--- src/logic/cscs_pkg.sv ---
// How it works
// - Class selection finishes before any command traffic is allowed.
// - First activation uses the lowest-voltage class the terminal has.
// - No answer-to-reset: deactivate, reactivate at next higher supported class; here only the next class up is tried, else reject.
// - Answer at first applied class is parsed for supported classes.
// - Current class unsupported but common class exists: reactivate at that class.
// - No common class: block commands; card may be deactivated.
// - Corrupted answer: reset at least three times at the same class.
// - After three corrupted answers, retry only at next higher class.
// - Class bits: 0 A, 1 B, 2 C, 3 D, 4 E reserved.
// - Deselect applications asking more power than advertised; not done here, deselect is left upstream.
package cscs_pkg;

  // ==========================================================================
  // Clock and timing
  localparam int CLK_MHZ = 100;
  localparam int SETTLE_US = 200;
  localparam int SETTLE_CYC = SETTLE_US * CLK_MHZ;
  localparam int RST_HOLD_US = 120;
  localparam int RST_HOLD_CYC = RST_HOLD_US * CLK_MHZ;
  localparam int ATR_WAIT_US = 12000;
  localparam int ATR_WAIT_CYC = ATR_WAIT_US * CLK_MHZ;
  localparam int DEACT_US = 100;
  localparam int DEACT_CYC = DEACT_US * CLK_MHZ;
  // Half period of the card clock, 100 MHz / 26 is about 3.85 MHz
  localparam logic [4:0] CARD_CLK_HALF = 5'h0d;
  localparam int CNT_W = 21;

  // ==========================================================================
  // Class indication byte layout
  localparam int CLS_A_BIT = 0;
  localparam int CLS_B_BIT = 1;
  localparam int CLS_C_BIT = 2;
  localparam int CLS_D_BIT = 3;
  localparam int CLS_E_BIT = 4;
  localparam int CLS_W = 5;
  localparam logic [3:0] PROTO_GLOBAL = 4'hf;
  localparam logic [3:0] CLS_IDX_FIRST = 4'h3;

  // Consecutive corrupted answers tolerated at one class
  localparam logic [1:0] RETRY_MAX = 2'h3;

  // Class order index, lowest voltage first
  typedef enum logic [1:0] {
    CIDX_D,
    CIDX_C,
    CIDX_B,
    CIDX_A
  } cscs_cidx_t;

  typedef enum logic [3:0] {
    ST_IDLE,
    ST_POWER,
    ST_RESET,
    ST_WAIT,
    ST_RECV,
    ST_EVAL,
    ST_DEACT,
    ST_READY,
    ST_FAIL
  } cscs_state_t;

  // Bit position in the indication byte for a class order index
  function automatic logic [2:0] cidx_bit(input logic [1:0] idx);
    unique case (idx)
      2'h0: cidx_bit = 3'(CLS_D_BIT);
      2'h1: cidx_bit = 3'(CLS_C_BIT);
      2'h2: cidx_bit = 3'(CLS_B_BIT);
      default: cidx_bit = 3'(CLS_A_BIT);
    endcase
  endfunction

  // Lowest-voltage class present in a mask; bit 2 of result flags found
  function automatic logic [2:0] lowest_class(input logic [CLS_W-1:0] mask);
    lowest_class = 3'h0;
    for (int k = 3; k >= 0; k--)
    begin
      if (mask[cidx_bit(2'(k))])
      begin
        lowest_class = {1'b1, 2'(k)};
      end
    end
  endfunction

endpackage

--- src/logic/cscs_atr_class.sv ---
`timescale 1ns/10ps
// ============================================================================
// Answer-to-reset walker that picks out the class indication byte
module cscs_atr_class
  import cscs_pkg::*;
(
  input wire logic clk_i,
  input wire logic sys_rst_i,
  input wire logic clr_i,
  input wire logic [7:0] byte_i,
  input wire logic byte_valid_i,
  output logic found_o,
  output logic [cscs_pkg::CLS_W-1:0] classes_o
);
  import cscs_pkg::*;

  logic [3:0] pend_r, pend_nxt;
  logic [3:0] grp_r, grp_nxt;
  logic t15_r, t15_nxt;
  logic hdr_r, hdr_nxt;
  logic found_r, found_nxt;
  logic [CLS_W-1:0] cls_r, cls_nxt;

  // Pending mask holds which of TA, TB, TC, TD are still to come
  always_comb
  begin
    pend_nxt = pend_r;
    grp_nxt = grp_r;
    t15_nxt = t15_r;
    hdr_nxt = hdr_r;
    found_nxt = found_r;
    cls_nxt = cls_r;
    if (clr_i)
    begin
      pend_nxt = 4'h0;
      grp_nxt = 4'h1;
      t15_nxt = 1'b0;
      hdr_nxt = 1'b1;
      found_nxt = 1'b0;
      cls_nxt = '0;
    end
    else if (byte_valid_i)
    begin
      if (hdr_r)
      begin
        hdr_nxt = 1'b0; // Format byte announces the first group
        pend_nxt = byte_i[7:4];
      end
      else if (pend_r[0])
      begin
        pend_nxt = {pend_r[3:1], 1'b0};
        // Only the first TA after T=15, group three or later
        if (t15_r && !found_r && grp_r >= CLS_IDX_FIRST)
        begin
          found_nxt = 1'b1;
          cls_nxt = byte_i[CLS_W-1:0];
        end
      end
      else if (pend_r[1])
      begin
        pend_nxt = {pend_r[3:2], 2'h0};
      end
      else if (pend_r[2])
      begin
        pend_nxt = {pend_r[3], 3'h0};
      end
      else if (pend_r[3])
      begin
        pend_nxt = byte_i[7:4];
        grp_nxt = grp_r + 4'h1;
        if (byte_i[3:0] == PROTO_GLOBAL && !t15_r)
        begin
          t15_nxt = 1'b1;
        end
      end
    end
  end

  always_ff @(posedge clk_i or posedge sys_rst_i)
  begin
    if (sys_rst_i)
    begin
      pend_r <= 4'h0;
      grp_r <= 4'h1;
      t15_r <= 1'b0;
      hdr_r <= 1'b1;
      found_r <= 1'b0;
      cls_r <= '0;
    end
    else
    begin
      pend_r <= pend_nxt;
      grp_r <= grp_nxt;
      t15_r <= t15_nxt;
      hdr_r <= hdr_nxt;
      found_r <= found_nxt;
      cls_r <= cls_nxt;
    end
  end

  assign found_o = found_r;
  assign classes_o = cls_r;

endmodule

--- src/logic/cscs_selector.sv ---
`timescale 1ns/10ps
// ============================================================================
// Terminal-side supply class selection for a contact card
module cscs_selector
  import cscs_pkg::*;
#(
  parameter int SETTLE_CYCLES = cscs_pkg::SETTLE_CYC,
  parameter int RST_HOLD_CYCLES = cscs_pkg::RST_HOLD_CYC,
  parameter int ATR_WAIT_CYCLES = cscs_pkg::ATR_WAIT_CYC,
  parameter int DEACT_CYCLES = cscs_pkg::DEACT_CYC
)
(
  input wire logic clk_i,
  input wire logic sys_rst_i,
  input wire logic start_i,
  input wire logic [cscs_pkg::CLS_W-1:0] term_classes_i,
  input wire logic [7:0] atr_byte_i,
  input wire logic atr_byte_valid_i,
  input wire logic atr_end_i,
  input wire logic atr_corrupt_i,
  input wire logic card_io_i,
  output logic card_vcc_en_o,
  output logic [cscs_pkg::CLS_W-1:0] card_class_o,
  output logic card_rst_n_o,
  output logic card_clk_o,
  output logic busy_o,
  output logic cmd_allow_o,
  output logic rejected_o,
  output logic no_common_o
);
  import cscs_pkg::*;

  // ==========================================================================
  // State
  cscs_state_t state_r, state_nxt;
  logic [CNT_W-1:0] cnt_r, cnt_nxt;
  logic [1:0] cls_r, cls_nxt;
  logic [1:0] tries_r, tries_nxt;
  logic first_r, first_nxt;
  logic stop_r, stop_nxt;
  logic rej_r, rej_nxt;
  logic nocom_r, nocom_nxt;
  logic vcc_r, vcc_nxt;
  logic rst_n_r, rst_n_nxt;
  logic [CLS_W-1:0] sel_r, sel_nxt;
  logic [4:0] div_r, div_nxt;
  logic cclk_r, cclk_nxt;
  logic io_s1_r, io_s2_r, io_s3_r;
  logic io_fall;
  logic dec_clr;
  logic card_found;
  logic [CLS_W-1:0] card_cls;
  logic [2:0] init_cls;
  logic [2:0] common_cls;
  logic up_ok;
  logic [1:0] up_idx;

  cscs_atr_class cscs_atr_class_inst (
    .clk_i(clk_i),
    .sys_rst_i(sys_rst_i),
    .clr_i(dec_clr),
    .byte_i(atr_byte_i),
    .byte_valid_i(atr_byte_valid_i),
    .found_o(card_found),
    .classes_o(card_cls)
  );

  // ==========================================================================
  // Card I/O synchroniser; only the second and third stages feed logic
  always_ff @(posedge clk_i or posedge sys_rst_i)
  begin
    if (sys_rst_i)
    begin
      io_s1_r <= 1'b1;
      io_s2_r <= 1'b1;
      io_s3_r <= 1'b1;
    end
    else
    begin
      io_s1_r <= card_io_i;
      io_s2_r <= io_s1_r;
      io_s3_r <= io_s2_r;
    end
  end

  // Start bit of the first answer byte
  assign io_fall = io_s3_r && !io_s2_r;
  assign dec_clr = (state_r == ST_RESET);

  // ==========================================================================
  // Class arithmetic
  always_comb
  begin
    init_cls = lowest_class(term_classes_i);
    common_cls = lowest_class(term_classes_i & card_cls);
    up_idx = cls_r + 2'h1;
    up_ok = (cls_r != 2'(CIDX_A)) && term_classes_i[cidx_bit(up_idx)];
  end

  // ==========================================================================
  // Sequencer next state
  always_comb
  begin
    state_nxt = state_r;
    cnt_nxt = cnt_r + CNT_W'(1);
    cls_nxt = cls_r;
    tries_nxt = tries_r;
    first_nxt = first_r;
    stop_nxt = stop_r;
    rej_nxt = rej_r;
    nocom_nxt = nocom_r;
    unique case (state_r)
      ST_IDLE:
      begin
        cnt_nxt = '0;
        if (start_i)
        begin
          rej_nxt = 1'b0;
          nocom_nxt = 1'b0;
          tries_nxt = 2'h0;
          first_nxt = 1'b1;
          stop_nxt = 1'b0;
          if (init_cls[2])
          begin
            cls_nxt = init_cls[1:0];
            state_nxt = ST_POWER;
          end
          else
          begin
            rej_nxt = 1'b1; // Terminal offers none of classes A to D
            state_nxt = ST_FAIL;
          end
        end
      end
      ST_POWER:
      begin
        if (cnt_r == CNT_W'(SETTLE_CYCLES - 1))
        begin
          cnt_nxt = '0;
          state_nxt = ST_RESET;
        end
      end
      ST_RESET:
      begin
        if (cnt_r == CNT_W'(RST_HOLD_CYCLES - 1))
        begin
          cnt_nxt = '0;
          state_nxt = ST_WAIT;
        end
      end
      ST_WAIT:
      begin
        if (io_fall || atr_byte_valid_i)
        begin
          state_nxt = ST_RECV;
        end
        else if (cnt_r == CNT_W'(ATR_WAIT_CYCLES - 1))
        begin
          cnt_nxt = '0;
          tries_nxt = 2'h0;
          state_nxt = ST_DEACT;
          if (up_ok)
          begin
            cls_nxt = up_idx;
          end
          else
          begin
            stop_nxt = 1'b1;
            rej_nxt = 1'b1;
          end
        end
      end
      ST_RECV:
      begin
        cnt_nxt = '0;
        if (atr_corrupt_i)
        begin
          tries_nxt = tries_r + 2'h1;
          if (tries_r + 2'h1 < RETRY_MAX)
          begin
            state_nxt = ST_RESET;
          end
          else
          begin
            tries_nxt = 2'h0;
            state_nxt = ST_DEACT;
            if (up_ok)
            begin
              cls_nxt = up_idx;
            end
            else
            begin
              stop_nxt = 1'b1;
              rej_nxt = 1'b1;
            end
          end
        end
        else if (atr_end_i)
        begin
          tries_nxt = 2'h0;
          state_nxt = ST_EVAL;
        end
      end
      ST_EVAL:
      begin
        cnt_nxt = '0;
        // Class byte absent means no restriction is claimed
        if (!card_found || card_cls[cidx_bit(cls_r)])
        begin
          state_nxt = ST_READY;
        end
        else if (first_r && common_cls[2])
        begin
          first_nxt = 1'b0;
          cls_nxt = common_cls[1:0];
          state_nxt = ST_DEACT;
        end
        else
        begin
          nocom_nxt = 1'b1;
          stop_nxt = 1'b1;
          state_nxt = ST_DEACT;
        end
      end
      ST_DEACT:
      begin
        if (cnt_r == CNT_W'(DEACT_CYCLES - 1))
        begin
          cnt_nxt = '0;
          state_nxt = stop_r ? ST_FAIL : ST_POWER;
        end
      end
      ST_READY:
      begin
        cnt_nxt = '0;
      end
      ST_FAIL:
      begin
        cnt_nxt = '0;
        if (start_i)
        begin
          state_nxt = ST_IDLE;
        end
      end
      default:
      begin
        state_nxt = ST_IDLE;
      end
    endcase
  end

  // ==========================================================================
  // Supply, reset and class pins follow the next state so they change with the state
  always_comb
  begin
    vcc_nxt = state_nxt inside {ST_POWER, ST_RESET, ST_WAIT, ST_RECV, ST_EVAL, ST_READY};
    rst_n_nxt = state_nxt inside {ST_WAIT, ST_RECV, ST_EVAL, ST_READY};
    sel_nxt = vcc_nxt ? (CLS_W'(1) << cidx_bit(cls_nxt)) : '0;
    // Clock forced low one cycle after the supply is switched off
    div_nxt = (!vcc_r || div_r == CARD_CLK_HALF - 5'h01) ? 5'h00 : div_r + 5'h01;
    cclk_nxt = !vcc_r ? 1'b0 : (div_r == CARD_CLK_HALF - 5'h01) ? !cclk_r : cclk_r;
  end

  always_ff @(posedge clk_i or posedge sys_rst_i)
  begin
    if (sys_rst_i)
    begin
      state_r <= ST_IDLE;
      cnt_r <= '0;
      cls_r <= 2'h0;
      tries_r <= 2'h0;
      first_r <= 1'b1;
      stop_r <= 1'b0;
      rej_r <= 1'b0;
      nocom_r <= 1'b0;
      vcc_r <= 1'b0;
      rst_n_r <= 1'b0;
      sel_r <= '0;
      div_r <= 5'h00;
      cclk_r <= 1'b0;
    end
    else
    begin
      state_r <= state_nxt;
      cnt_r <= cnt_nxt;
      cls_r <= cls_nxt;
      tries_r <= tries_nxt;
      first_r <= first_nxt;
      stop_r <= stop_nxt;
      rej_r <= rej_nxt;
      nocom_r <= nocom_nxt;
      vcc_r <= vcc_nxt;
      rst_n_r <= rst_n_nxt;
      sel_r <= sel_nxt;
      div_r <= div_nxt;
      cclk_r <= cclk_nxt;
    end
  end

  // ==========================================================================
  // Outputs
  assign card_vcc_en_o = vcc_r;
  assign card_class_o = sel_r;
  assign card_rst_n_o = rst_n_r;
  assign card_clk_o = cclk_r;
  assign busy_o = !(state_r inside {ST_IDLE, ST_READY, ST_FAIL});
  assign cmd_allow_o = (state_r == ST_READY); // deselect is upstream
  assign rejected_o = rej_r;
  assign no_common_o = nocom_r;

endmodule

--- config.mk ---
export PLATFORM = sky130hd
export DESIGN_NAME = cscs_selector
export DESIGN_NICKNAME = d
export VERILOG_FILES = /design/src/logic/cscs_pkg.sv /design/src/logic/cscs_atr_class.sv /design/src/logic/cscs_selector.sv
export SDC_FILE = /design/constraint.sdc
export NUM_CORES = 1
export LEC_CHECK = 0
export BUFFER_PORTS_ARGS = -buffer_cell sky130_fd_sc_hd__buf_2
export CAP_MARGIN = 20
export CORE_MARGIN = 4
export CORE_UTILIZATION = 50
export CTS_CLUSTER_DIAMETER = 100
export DETAILED_ROUTE_END_ITERATION = 10
export PLACE_DENSITY = 0.69
export SYNTH_ARGS = -nofsm -noshare
export SYNTH_HDL_FRONTEND = slang
export SYNTH_HIERARCHICAL = 1
export SYNTH_SLANG_ARGS = --single-unit
--- constraint.sdc ---
create_clock -name clk_i -period 4.1 [get_ports clk_i]
set_input_delay 0.82 -clock clk_i [delete_from_list [all_inputs] [get_ports clk_i]]
set_output_delay 0.82 -clock clk_i [all_outputs]
set_load 0.01 [all_outputs]
==> metrics, run 1 <==
Peak VDD IR between 0.0002 and 0.0003 V; wire per inst 14.95 µm; CTS buffer count 9; WP data required 3.28 ns; antenna-violating nets left 0; MaxCap Viol Count 0; P_sw 664.6 µW; clock sink count 63; DRT Pass-1 Iters 5; TNS Setup 0 ns; H-tree Lvls 3; final setup violating endpoints 0; status complete, no violations; sequential cell fraction of total power 41.6%; Tot GR Track Use about 20%; gr ovfl total 0; synth-to-layout area growth 12.20%; hold_buf cts 0; largest net degree at the start of global routing 49; die area 8889 µm²; Worst-Margin Slew 0.7004 ns; Post-CTS Repair Setup Buffers 0; Worst-Skew Late Latency roughly 0.34 ns; Mapped Cells 399; CTS root buffer clkbuf_8; Syn Area/Cell 9.329 µm²; Hold Vio Cnt, Final 0; Reg2Reg Depth 7; Final period util between 60% and 70%; critical path arrival 1.79 ns; Pleak 1.846 nW; Min-Delay Path Class in2async; initial antenna violation count 0; Pint 1.315 mW; design area 4177 µm²; routed vias 3072; Cell Area, Synth 3722 µm²; slew margin rel. between 50% and 60%; Via density 5.774; post-placement cell area 3935 µm²; commonest non-fill, non-tap cells in the layout dfrtp_1 (57), nor2_1 (48), nand2_1 (29), buf_2 (29), nand3_1 (19); Detailed Route WL 7956 µm; GPL Wtd Cong approximately 0.89; WS Path Type reg2out; DRC viols 0; Slew Limit Fails 0; initial DRC count 166; # fillers roughly 690; Worst setup EP type output pin; R2R Setup Slk 1.51 ns; Comb pwr share 28.1%; r2r endpoint cnt_r[5]; Max clock buf depth 2; core area 7253 µm²; Syn. warnings 6; commonest non-fill, non-tap cell in the layout dfrtp_1; Power Density about 470 nW/µm²; max incr delay on CP 0.71 ns; Nets 456; TritonCTS clock tree done; first-pass GRT wire length 14040 µm; vias in the first global route roughly 3000; port bufs 29; ant diodes 0; cts repair resizes 0; Worst Path Max Fanout 21; slowest cell on the critical path dfrtp_1; clock network power share 30.3%; die width between 90 and 100 µm; FF-to-FF Start cnt_r[16]; initial core utilization 51.32%; most used cell, CP nor2b_1; switching part of the total 33.57%; clock slew at reported path FFs approximately 0.080 ns; RSZ-0062 raised after global routing no; Ports 32; Worst setup SP type register; clock skew 0.01403 ns; # rows 31; Final Critical Period 2.607 ns; share of cells above drive strength 1 roughly 16%; CP Cell Sequence nor2b_1 > and2_1 > nor2b_1 > buf_2; Post-Syn Nets 427; fmax 383.6 MHz; DPL Wire Length 5768 µm; die height 94.28 µm
[power groups by stage]
stage | registers [mW] | logic (mW) | clock network [mW]
2_1_floorplan | 0.818 | 0.434 | 0
3_3_place_gp | 0.831 | 0.540 | 0
3_5_place_dp | 0.834 | 0.559 | 0
4_1_cts | 0.823 | 0.561 | 0.616
5_1_grt | 0.842 | 0.634 | 0.648
6_report | 0.824 | 0.557 | 0.599
[worst max-delay path, delay by kind of cell, from the launching register on]
kind                   cells  cell delay, ns
flip-flops                 1            0.71
AND/OR/NAND/NOR            3            0.60
buffers and inverters      1            0.13
[flip-flops by register name, indices dropped and copies added (netlist names), 2 cells and up]
| signal | count |
|---|---|
| card_class_o | 4 |
| cls_r | 2 |
| cnt_r | 21 |
| cscs_atr_class_inst/classes_o | 4 |
| cscs_atr_class_inst/grp_r | 4 |
| cscs_atr_class_inst/pend_r | 4 |
| div_r | 5 |
| state_r | 4 |
| tries_r | 2 |
[per-layer routing]
| metal | global-route usage [%] | share of wire, % | vias to the layer above |
|---|---|---|---|
| met1 | 26.72 | 45 | 1499 |
| li1 | - | - | 1490 |
| met5 | 0 | 0 | - |
| met4 | 9.988 | 2.6 | 0 |
| met2 | 30.67 | 48 | 64 |
| met3 | 3.606 | 4.7 | 19 |
[worst max path at each step]
stage / startpoint / to / depth (start not counted)
floorplan: cnt_r[16] / cnt_r[4] / 7
global placement: term_classes_i[3] / card_class_o[2] / 6
detailed placement: term_classes_i[3] / card_rst_n_o / 6
CTS: state_r[2] / busy_o / 4
global route: state_r[2] / busy_o / 4
finish: state_r[2] / busy_o / 4
[metrics by stage]
| step | power (mW) | setup WS, ns | hold WS, ns | util (%) | std cells |
|---|---|---|---|---|---|
| 6_report | 1.980 | 1.493 | 0.3560 | 57.58 | 532 |
| 5_1_grt | 2.124 | 1.315 | 0.3417 | 57.58 | 532 |
| 4_1_cts | 2.000 | 1.459 | 0.3565 | 57.31 | 531 |
| 3_5_place_dp | 1.392 | 1.324 | 0.3472 | 54.25 | 515 |
| 3_3_place_gp | 1.372 | 1.377 | 0.3473 | 54.25 | 515 |
| 2_1_floorplan | 1.252 | 1.756 | 0.3452 | - | 399 |
[area by class of cell]
type                       count  area [µm²]  share of cell area (%)
sequential                    63        1584                   37.93
tap                           99       123.9                   2.966
clock inverter                 7       97.59                   2.337
timing repair buffer          32       180.2                   4.314
multi-input combinational    304        1999                   47.87
inverter                      18       67.56                   1.618
clock buffer                   9       123.9                   2.966
Power figures use the tool's default switching activity.
==> run 2, diff against run 1 <==
--- a/config.mk
+++ b/config.mk
@@ -5,13 +5,14 @@
 export SDC_FILE = /design/constraint.sdc
 export NUM_CORES = 1
 export LEC_CHECK = 0
+export ABC_AREA = 1
 export BUFFER_PORTS_ARGS = -buffer_cell sky130_fd_sc_hd__buf_2
 export CAP_MARGIN = 20
 export CORE_MARGIN = 4
 export CORE_UTILIZATION = 50
 export CTS_CLUSTER_DIAMETER = 100
 export DETAILED_ROUTE_END_ITERATION = 10
-export PLACE_DENSITY = 0.69
+export PLACE_DENSITY = 0.68
 export SYNTH_ARGS = -nofsm -noshare
 export SYNTH_HDL_FRONTEND = slang
 export SYNTH_HIERARCHICAL = 1
==> constraint.sdc (replaced) <==
create_clock -name clk_i -period 2.7 [get_ports clk_i]
set_input_delay 0.54 -clock clk_i [delete_from_list [all_inputs] [get_ports clk_i]]
set_output_delay 0.54 -clock clk_i [all_outputs]
set_load 0.01 [all_outputs]
==> metrics, run 2 <==
post-placement cell area 4300 µm² (was 3935 µm²); Via density 5.174 (was 5.774); clock slew at reported path FFs 0.07 ns (was 0.08 ns); TritonCTS clock tree done (unchanged); Slew Limit Fails 0 (unchanged); DPL Wire Length 6923 µm (was 5768 µm); largest reg by FF count cnt_r (unchanged); vias in the first global route 3590 (was 3010); worst slack at placement 0.3594 ns (was 1.324 ns); Worst-Skew Late Latency 0.35 ns (was 0.34 ns); Syn. warnings 6 (unchanged); hold_buf cts 0 (unchanged); Mapped Cells 563 (was 399); Worst-Margin Slew 0.6343 ns (was 0.7004 ns); die height 97.88 µm (was 94.28 µm); post-route setup slack 0.3316 ns (was 1.493 ns); initial DRC count 113 (was 166); Nets 628 (was 456); Power Density 716.8 nW/µm² (was 474.1 nW/µm²); Worst Path Max Fanout 7 (was 21); clock skew 0.01030 ns (was 0.01403 ns); design area 4544 µm² (was 4177 µm²); synth-to-layout area growth 12.52% (was 12.20%); Cell Area, Synth 4039 µm² (was 3722 µm²); Peak VDD IR 0.0003661 V (was 0.0002504 V); slew margin rel. 57.65% (was 52.88%); Post-Syn Nets 591 (was 427); commonest non-fill, non-tap cells in the layout nand2_1 (128), nor2_1 (85), inv_1 (69), dfrtp_1 (57), nand3_1 (51) (was dfrtp_1 (57), nor2_1 (48), nand2_1 (29), buf_2 (29), nand3_1 (19)); WS Path Type reg2reg (was reg2out); Worst setup EP type register (was output pin); DRT Pass-1 Iters 5 (unchanged); share of cells above drive strength 1 17.52% (was 16.17%); core area 7807 µm² (was 7253 µm²); Post-CTS Repair Setup Buffers 0 (unchanged); H-tree Lvls 3 (unchanged); status complete, no violations (unchanged); largest registers cnt_r (21), div_r (5) (unchanged); Ports 32 (unchanged); clock sink count 63 (unchanged); GPL Wtd Cong 0.8742 (was 0.8873); commonest non-fill, non-tap cell in the layout nand2_1 (was dfrtp_1); Syn Area/Cell 7.174 µm² (was 9.329 µm²); placed insts 691 (was 515); die width 97.88 µm (was 94.28 µm); Min-Delay Path Class in2async (unchanged); MaxCap Viol Count 0 (unchanged); RSZ-0062 raised after global routing no (unchanged); CTS buffer count 9 (unchanged); CTS root buffer clkbuf_8 (unchanged); initial core utilization 51.73% (was 51.32%); cts repair resizes 0 (unchanged); antenna-violating nets left 0 (unchanged); Tot GR Track Use 20.23% (was 19.89%); largest net degree at the start of global routing 28 (was 49); die area 9580 µm² (was 8889 µm²); critical path arrival 2.61 ns (was 1.79 ns); WP data required 2.94 ns (was 3.28 ns); final setup violating endpoints 0 (unchanged); ant diodes 0 (unchanged); Hold Vio Cnt, Final 0 (unchanged); DRC viols 0 (unchanged); first-pass GRT wire length 16020 µm (was 14040 µm); max reg flops 21 (unchanged); fmax approximately 420 MHz; gr ovfl total 0 (unchanged); port bufs 29 (unchanged); TNS Setup 0 ns (unchanged); Max clock buf depth 2 (unchanged); Reg2Reg Depth 14 (was 7); Non-Filler Instances 707 (was 532); Worst setup SP type register (unchanged); Final period util 87.72%; Pleak 2.283 nW (was 1.846 nW); # rows 32 (was 31); Final Critical Period approximately 2.4 ns; initial antenna violation count 0 (unchanged); routed vias 3658 (was 3072); Power, Total 3.257 mW (was 1.980 mW); Detailed Route WL 9079 µm (was 7956 µm); wire per inst 12.84 µm (was 14.95 µm)
## run 2: metal layers
metal	track usage, %	wire length [µm]	vias to the layer above
met5	0	0	-
met4	7.029	127	0
met3	4.357	439	14
met2	33.35	4257	79
met1	26.35	4255	1698
li1	-	-	1867
## run 2: through the flow
stage,hold WS (ns),util (%)
floorplan,0.3452,-
detailed placement,0.3510,55.08
CTS,0.2629,58.21
global route,0.2714,58.21
finish,0.2549,58.21
global placement,0.3469,55.08
## run 2: where the power goes
group          internal (mW)  total, mW  switching [mW]
clock                  0.616       1.02           0.406
combinational          0.347      0.955           0.608
sequential              1.12       1.28           0.157
total                   2.09       3.26            1.17
## run 2: path summary, 6_finish.rpt
kind                       startpoint                             to  slack, ns
max reg2reg                  cls_r[1]                  card_vcc_en_o       0.33
max                          cls_r[1]                  card_vcc_en_o       0.33
min in group clk_i          card_io_i                        io_s1_r       0.29
min                         sys_rst_i  cscs_atr_class_inst/pend_r[0]       0.25
max in group asynchronous   sys_rst_i                        io_s3_r       1.81
min reg2reg                   io_s1_r                        io_s2_r       0.36
## run 2: worst max-delay path, stage by stage, from the launching register on
cell and delay [ns]:
dfrtp_1 0.49, inv_1 0.16, ha_1 0.25, nor2_1 0.14, nand2_1 0.07, nand3_1 0.09, nand3_1 0.19, nand2_2 0.12
nand2_1 0.07, nor2_2 0.20, nand3_1 0.10, nand2_1 0.08, nand2_2 0.08, nor2_4 0.14, inv_1 0.06
## run 2: cell type report
class | count | area, µm²
tap | 102 | 127.6
clock inverter | 7 | 120.1
inverter | 82 | 307.8
sequential | 63 | 1584
multi-input combinational | 413 | 2108
fill | 769 | 3263
timing repair buffer | 31 | 172.7
clock buffer | 9 | 123.9
==> run 3, diff against run 2 <==
--- a/config.mk
+++ b/config.mk
@@ -8,6 +8,7 @@
 export ABC_AREA = 1
 export BUFFER_PORTS_ARGS = -buffer_cell sky130_fd_sc_hd__buf_2
 export CAP_MARGIN = 20
+export CORE_ASPECT_RATIO = 1.25
 export CORE_MARGIN = 4
 export CORE_UTILIZATION = 50
 export CTS_CLUSTER_DIAMETER = 100
==> metrics, run 3 (synthesis results as in run 2) <==
die area 9588 µm² (was 9580 µm²); Worst-Margin Slew 0.6073 ns (was 0.6343 ns); Post-CTS Repair Setup Buffers 0 (unchanged); routed vias 3628 (was 3658); Ports 32 (unchanged); commonest non-fill, non-tap cell in the layout nand2_1 (unchanged); clock slew at reported path FFs 0.08 ns (was 0.07 ns); # rows 36 (was 32); global routing usage on met3 4.878% (was 4.357%); largest registers cnt_r (21), div_r (5) (unchanged); die height 108.5 µm (was 97.88 µm); Min-Delay Path Class in2async (unchanged); TritonCTS clock tree done (unchanged); Power Density 679.0 nW/µm² (was 716.8 nW/µm²); Worst Path Max Fanout 7 (unchanged); slowest cell on the critical path dfrtp_1 (unchanged); initial antenna violation count 0 (unchanged); Via density 5.175 (was 5.174); GPL Wtd Cong 0.8825 (was 0.8742); clock sink count 63 (unchanged); core area 7838 µm² (was 7807 µm²); antenna-violating nets left 0 (unchanged); max incr delay on CP 0.45 ns (was 0.49 ns); Slew Limit Fails 0 (unchanged); fmax 418.5 MHz (was 422.2 MHz); H-tree Lvls 3 (unchanged); MaxCap Viol Count 0 (unchanged); Nets 629 (was 628); Worst setup EP type register (unchanged); TNS Setup 0 ns (unchanged); Non-Filler Instances 701 (was 707); synth-to-layout area growth 11.37% (was 12.52%); Hold Vio Cnt, Final 0 (unchanged); Final Critical Period 2.389 ns (was 2.368 ns); clock skew 0.01047 ns (was 0.01030 ns); largest net degree at the start of global routing 27 (was 28); DPL Wire Length 6938 µm (was 6923 µm); Tot GR Track Use 20.48% (was 20.23%); cell family with most CP delay simple AND/OR/NAND/NOR gates (unchanged); ant diodes 0 (unchanged); DRC viols 0 (unchanged); Final period util 88.49% (was 87.72%); port bufs 29 (unchanged); status complete, no violations (unchanged); CP Cell Sequence inv_1 > ha_1 > nor2_1 > nand2_1 > nand3_1 > nand3_1 > nand2_2 > nand2_1 > nor2_2 > nand3_1 > nand2_1 > nor2_2 > nor2_4 > nor2_1 (was inv_1 > ha_1 > nor2_1 > nand2_1 > nand3_1 > nand3_1 > nand2_2 > nand2_1 > nor2_2 > nand3_1 > nand2_1 > nand2_2 > nor2_4 > inv_1); WP data required 2.93 ns (was 2.94 ns); Detailed Route WL 9001 µm (was 9079 µm); slew margin rel. 59.47% (was 57.65%); CTS root buffer clkbuf_8 (unchanged); CTS buffer count 9 (unchanged); wire per inst 12.84 µm (about the same); met2 Use GR 35.40% (was 33.35%); max reg flops 21 (unchanged); DRT Pass-1 Iters 4 (was 5); Worst setup SP type register (unchanged); largest reg by FF count cnt_r (unchanged); critical path arrival 2.62 ns (was 2.61 ns); met1 usage 24.83% (was 26.35%); placed insts 685 (was 691); final setup violating endpoints 0 (unchanged); Worst-Skew Late Latency 0.34 ns (was 0.35 ns); first-pass GRT wire length 15530 µm (was 16020 µm); RSZ-0062 raised after global routing no (unchanged); initial DRC count 195 (was 113); die width 88.39 µm (was 97.88 µm); Pleak 2.265 nW (was 2.283 nW); grt peak-use layer met2 (unchanged); share of cells above drive strength 1 17.82% (was 17.52%); vias in the first global route 3523 (was 3590); initial core utilization 51.53% (was 51.73%); Peak VDD IR 0.0004173 V (was 0.0003661 V); WP buf/inv 1 (was 2); commonest non-fill, non-tap cells in the layout nand2_1 (128), nor2_1 (85), inv_1 (69), dfrtp_1 (56), nand3_1 (51) (was nand2_1 (128), nor2_1 (85), inv_1 (69), dfrtp_1 (57), nand3_1 (51)); WS Path Type reg2reg (unchanged); gr ovfl total 0 (unchanged); Max clock buf depth 2 (unchanged)
[run 3: power by group]
part           switching, mW  leakage, nW  internal, mW
sequential             0.156        0.808          1.13
clock                  0.375       0.0981         0.446
combinational          0.602         1.36         0.349
total                   1.13         2.27          1.92
[run 3: metrics by stage]
| step | worst slack [ns] | total power, mW | hold slack [ns] | utilization, % | cell area (µm²) |
|---|---|---|---|---|---|
| final | 0.3107 | 3.054 | 0.2517 | 57.39 | 4498 |
| after global placement | 0.4502 | 2.212 | 0.3504 | 54.85 | 4299 |
| after global routing | 0.02058 | 3.300 | 0.2807 | 57.39 | 4498 |
| after floorplan | 0.7286 | 1.972 | 0.3452 | - | 4039 |
| after CTS | 0.3096 | 3.086 | 0.2593 | 57.38 | 4497 |
| after detailed placement | 0.3110 | 2.250 | 0.3516 | 54.85 | 4299 |
[run 3: final timing paths]
check                      slack, ns  cells after the start  startpoint         endpoint
setup / recovery                0.31                     14    cls_r[0]  card_class_o[2]
hold / removal                  0.25                      2   sys_rst_i           stop_r
hold reg to reg                 0.37                      0     io_s1_r          io_s2_r
max in group asynchronous       1.92                      3   sys_rst_i         cnt_r[2]
setup reg to reg                0.31                     14    cls_r[0]  card_class_o[2]
min in group clk_i              0.30                      1   card_io_i          io_s1_r
[run 3: worst register-to-register path, stage by stage (launching register included)]
cell     delay, ns
dfrtp_1       0.45
inv_1         0.17
ha_1          0.28
nor2_1        0.17
nand2_1       0.07
nand3_1       0.08
nand3_1       0.20
nand2_2       0.14
nand2_1       0.06
nor2_2        0.19
nand3_1       0.12
nand2_1       0.10
nor2_2        0.05
nor2_4        0.15
nor2_1        0.06
[run 3: final cells by class]
class	count	area, µm²
multi-input combinational	413	2108
sequential	63	1585
clock inverter	6	60.06
timing repair buffer	32	180.2
fill	790	3339
tap	95	118.9
inverter	82	307.8
clock buffer	10	137.6
[run 3: per-layer routing]
layer  share of wire (%)  wire (µm)  up-vias
li1                    -          -     1862
met1                  45       4028     1703
met2                  50       4533       47
met3                 3.0        272       16
met4                 1.9        167        0
met5                   0          0        -
[run 3: repair_timing]
action | CTS | global route
gates resized for setup | 0 | 1
hold buffers | 0 | 0
setup endpoints to repair | 0 | 2
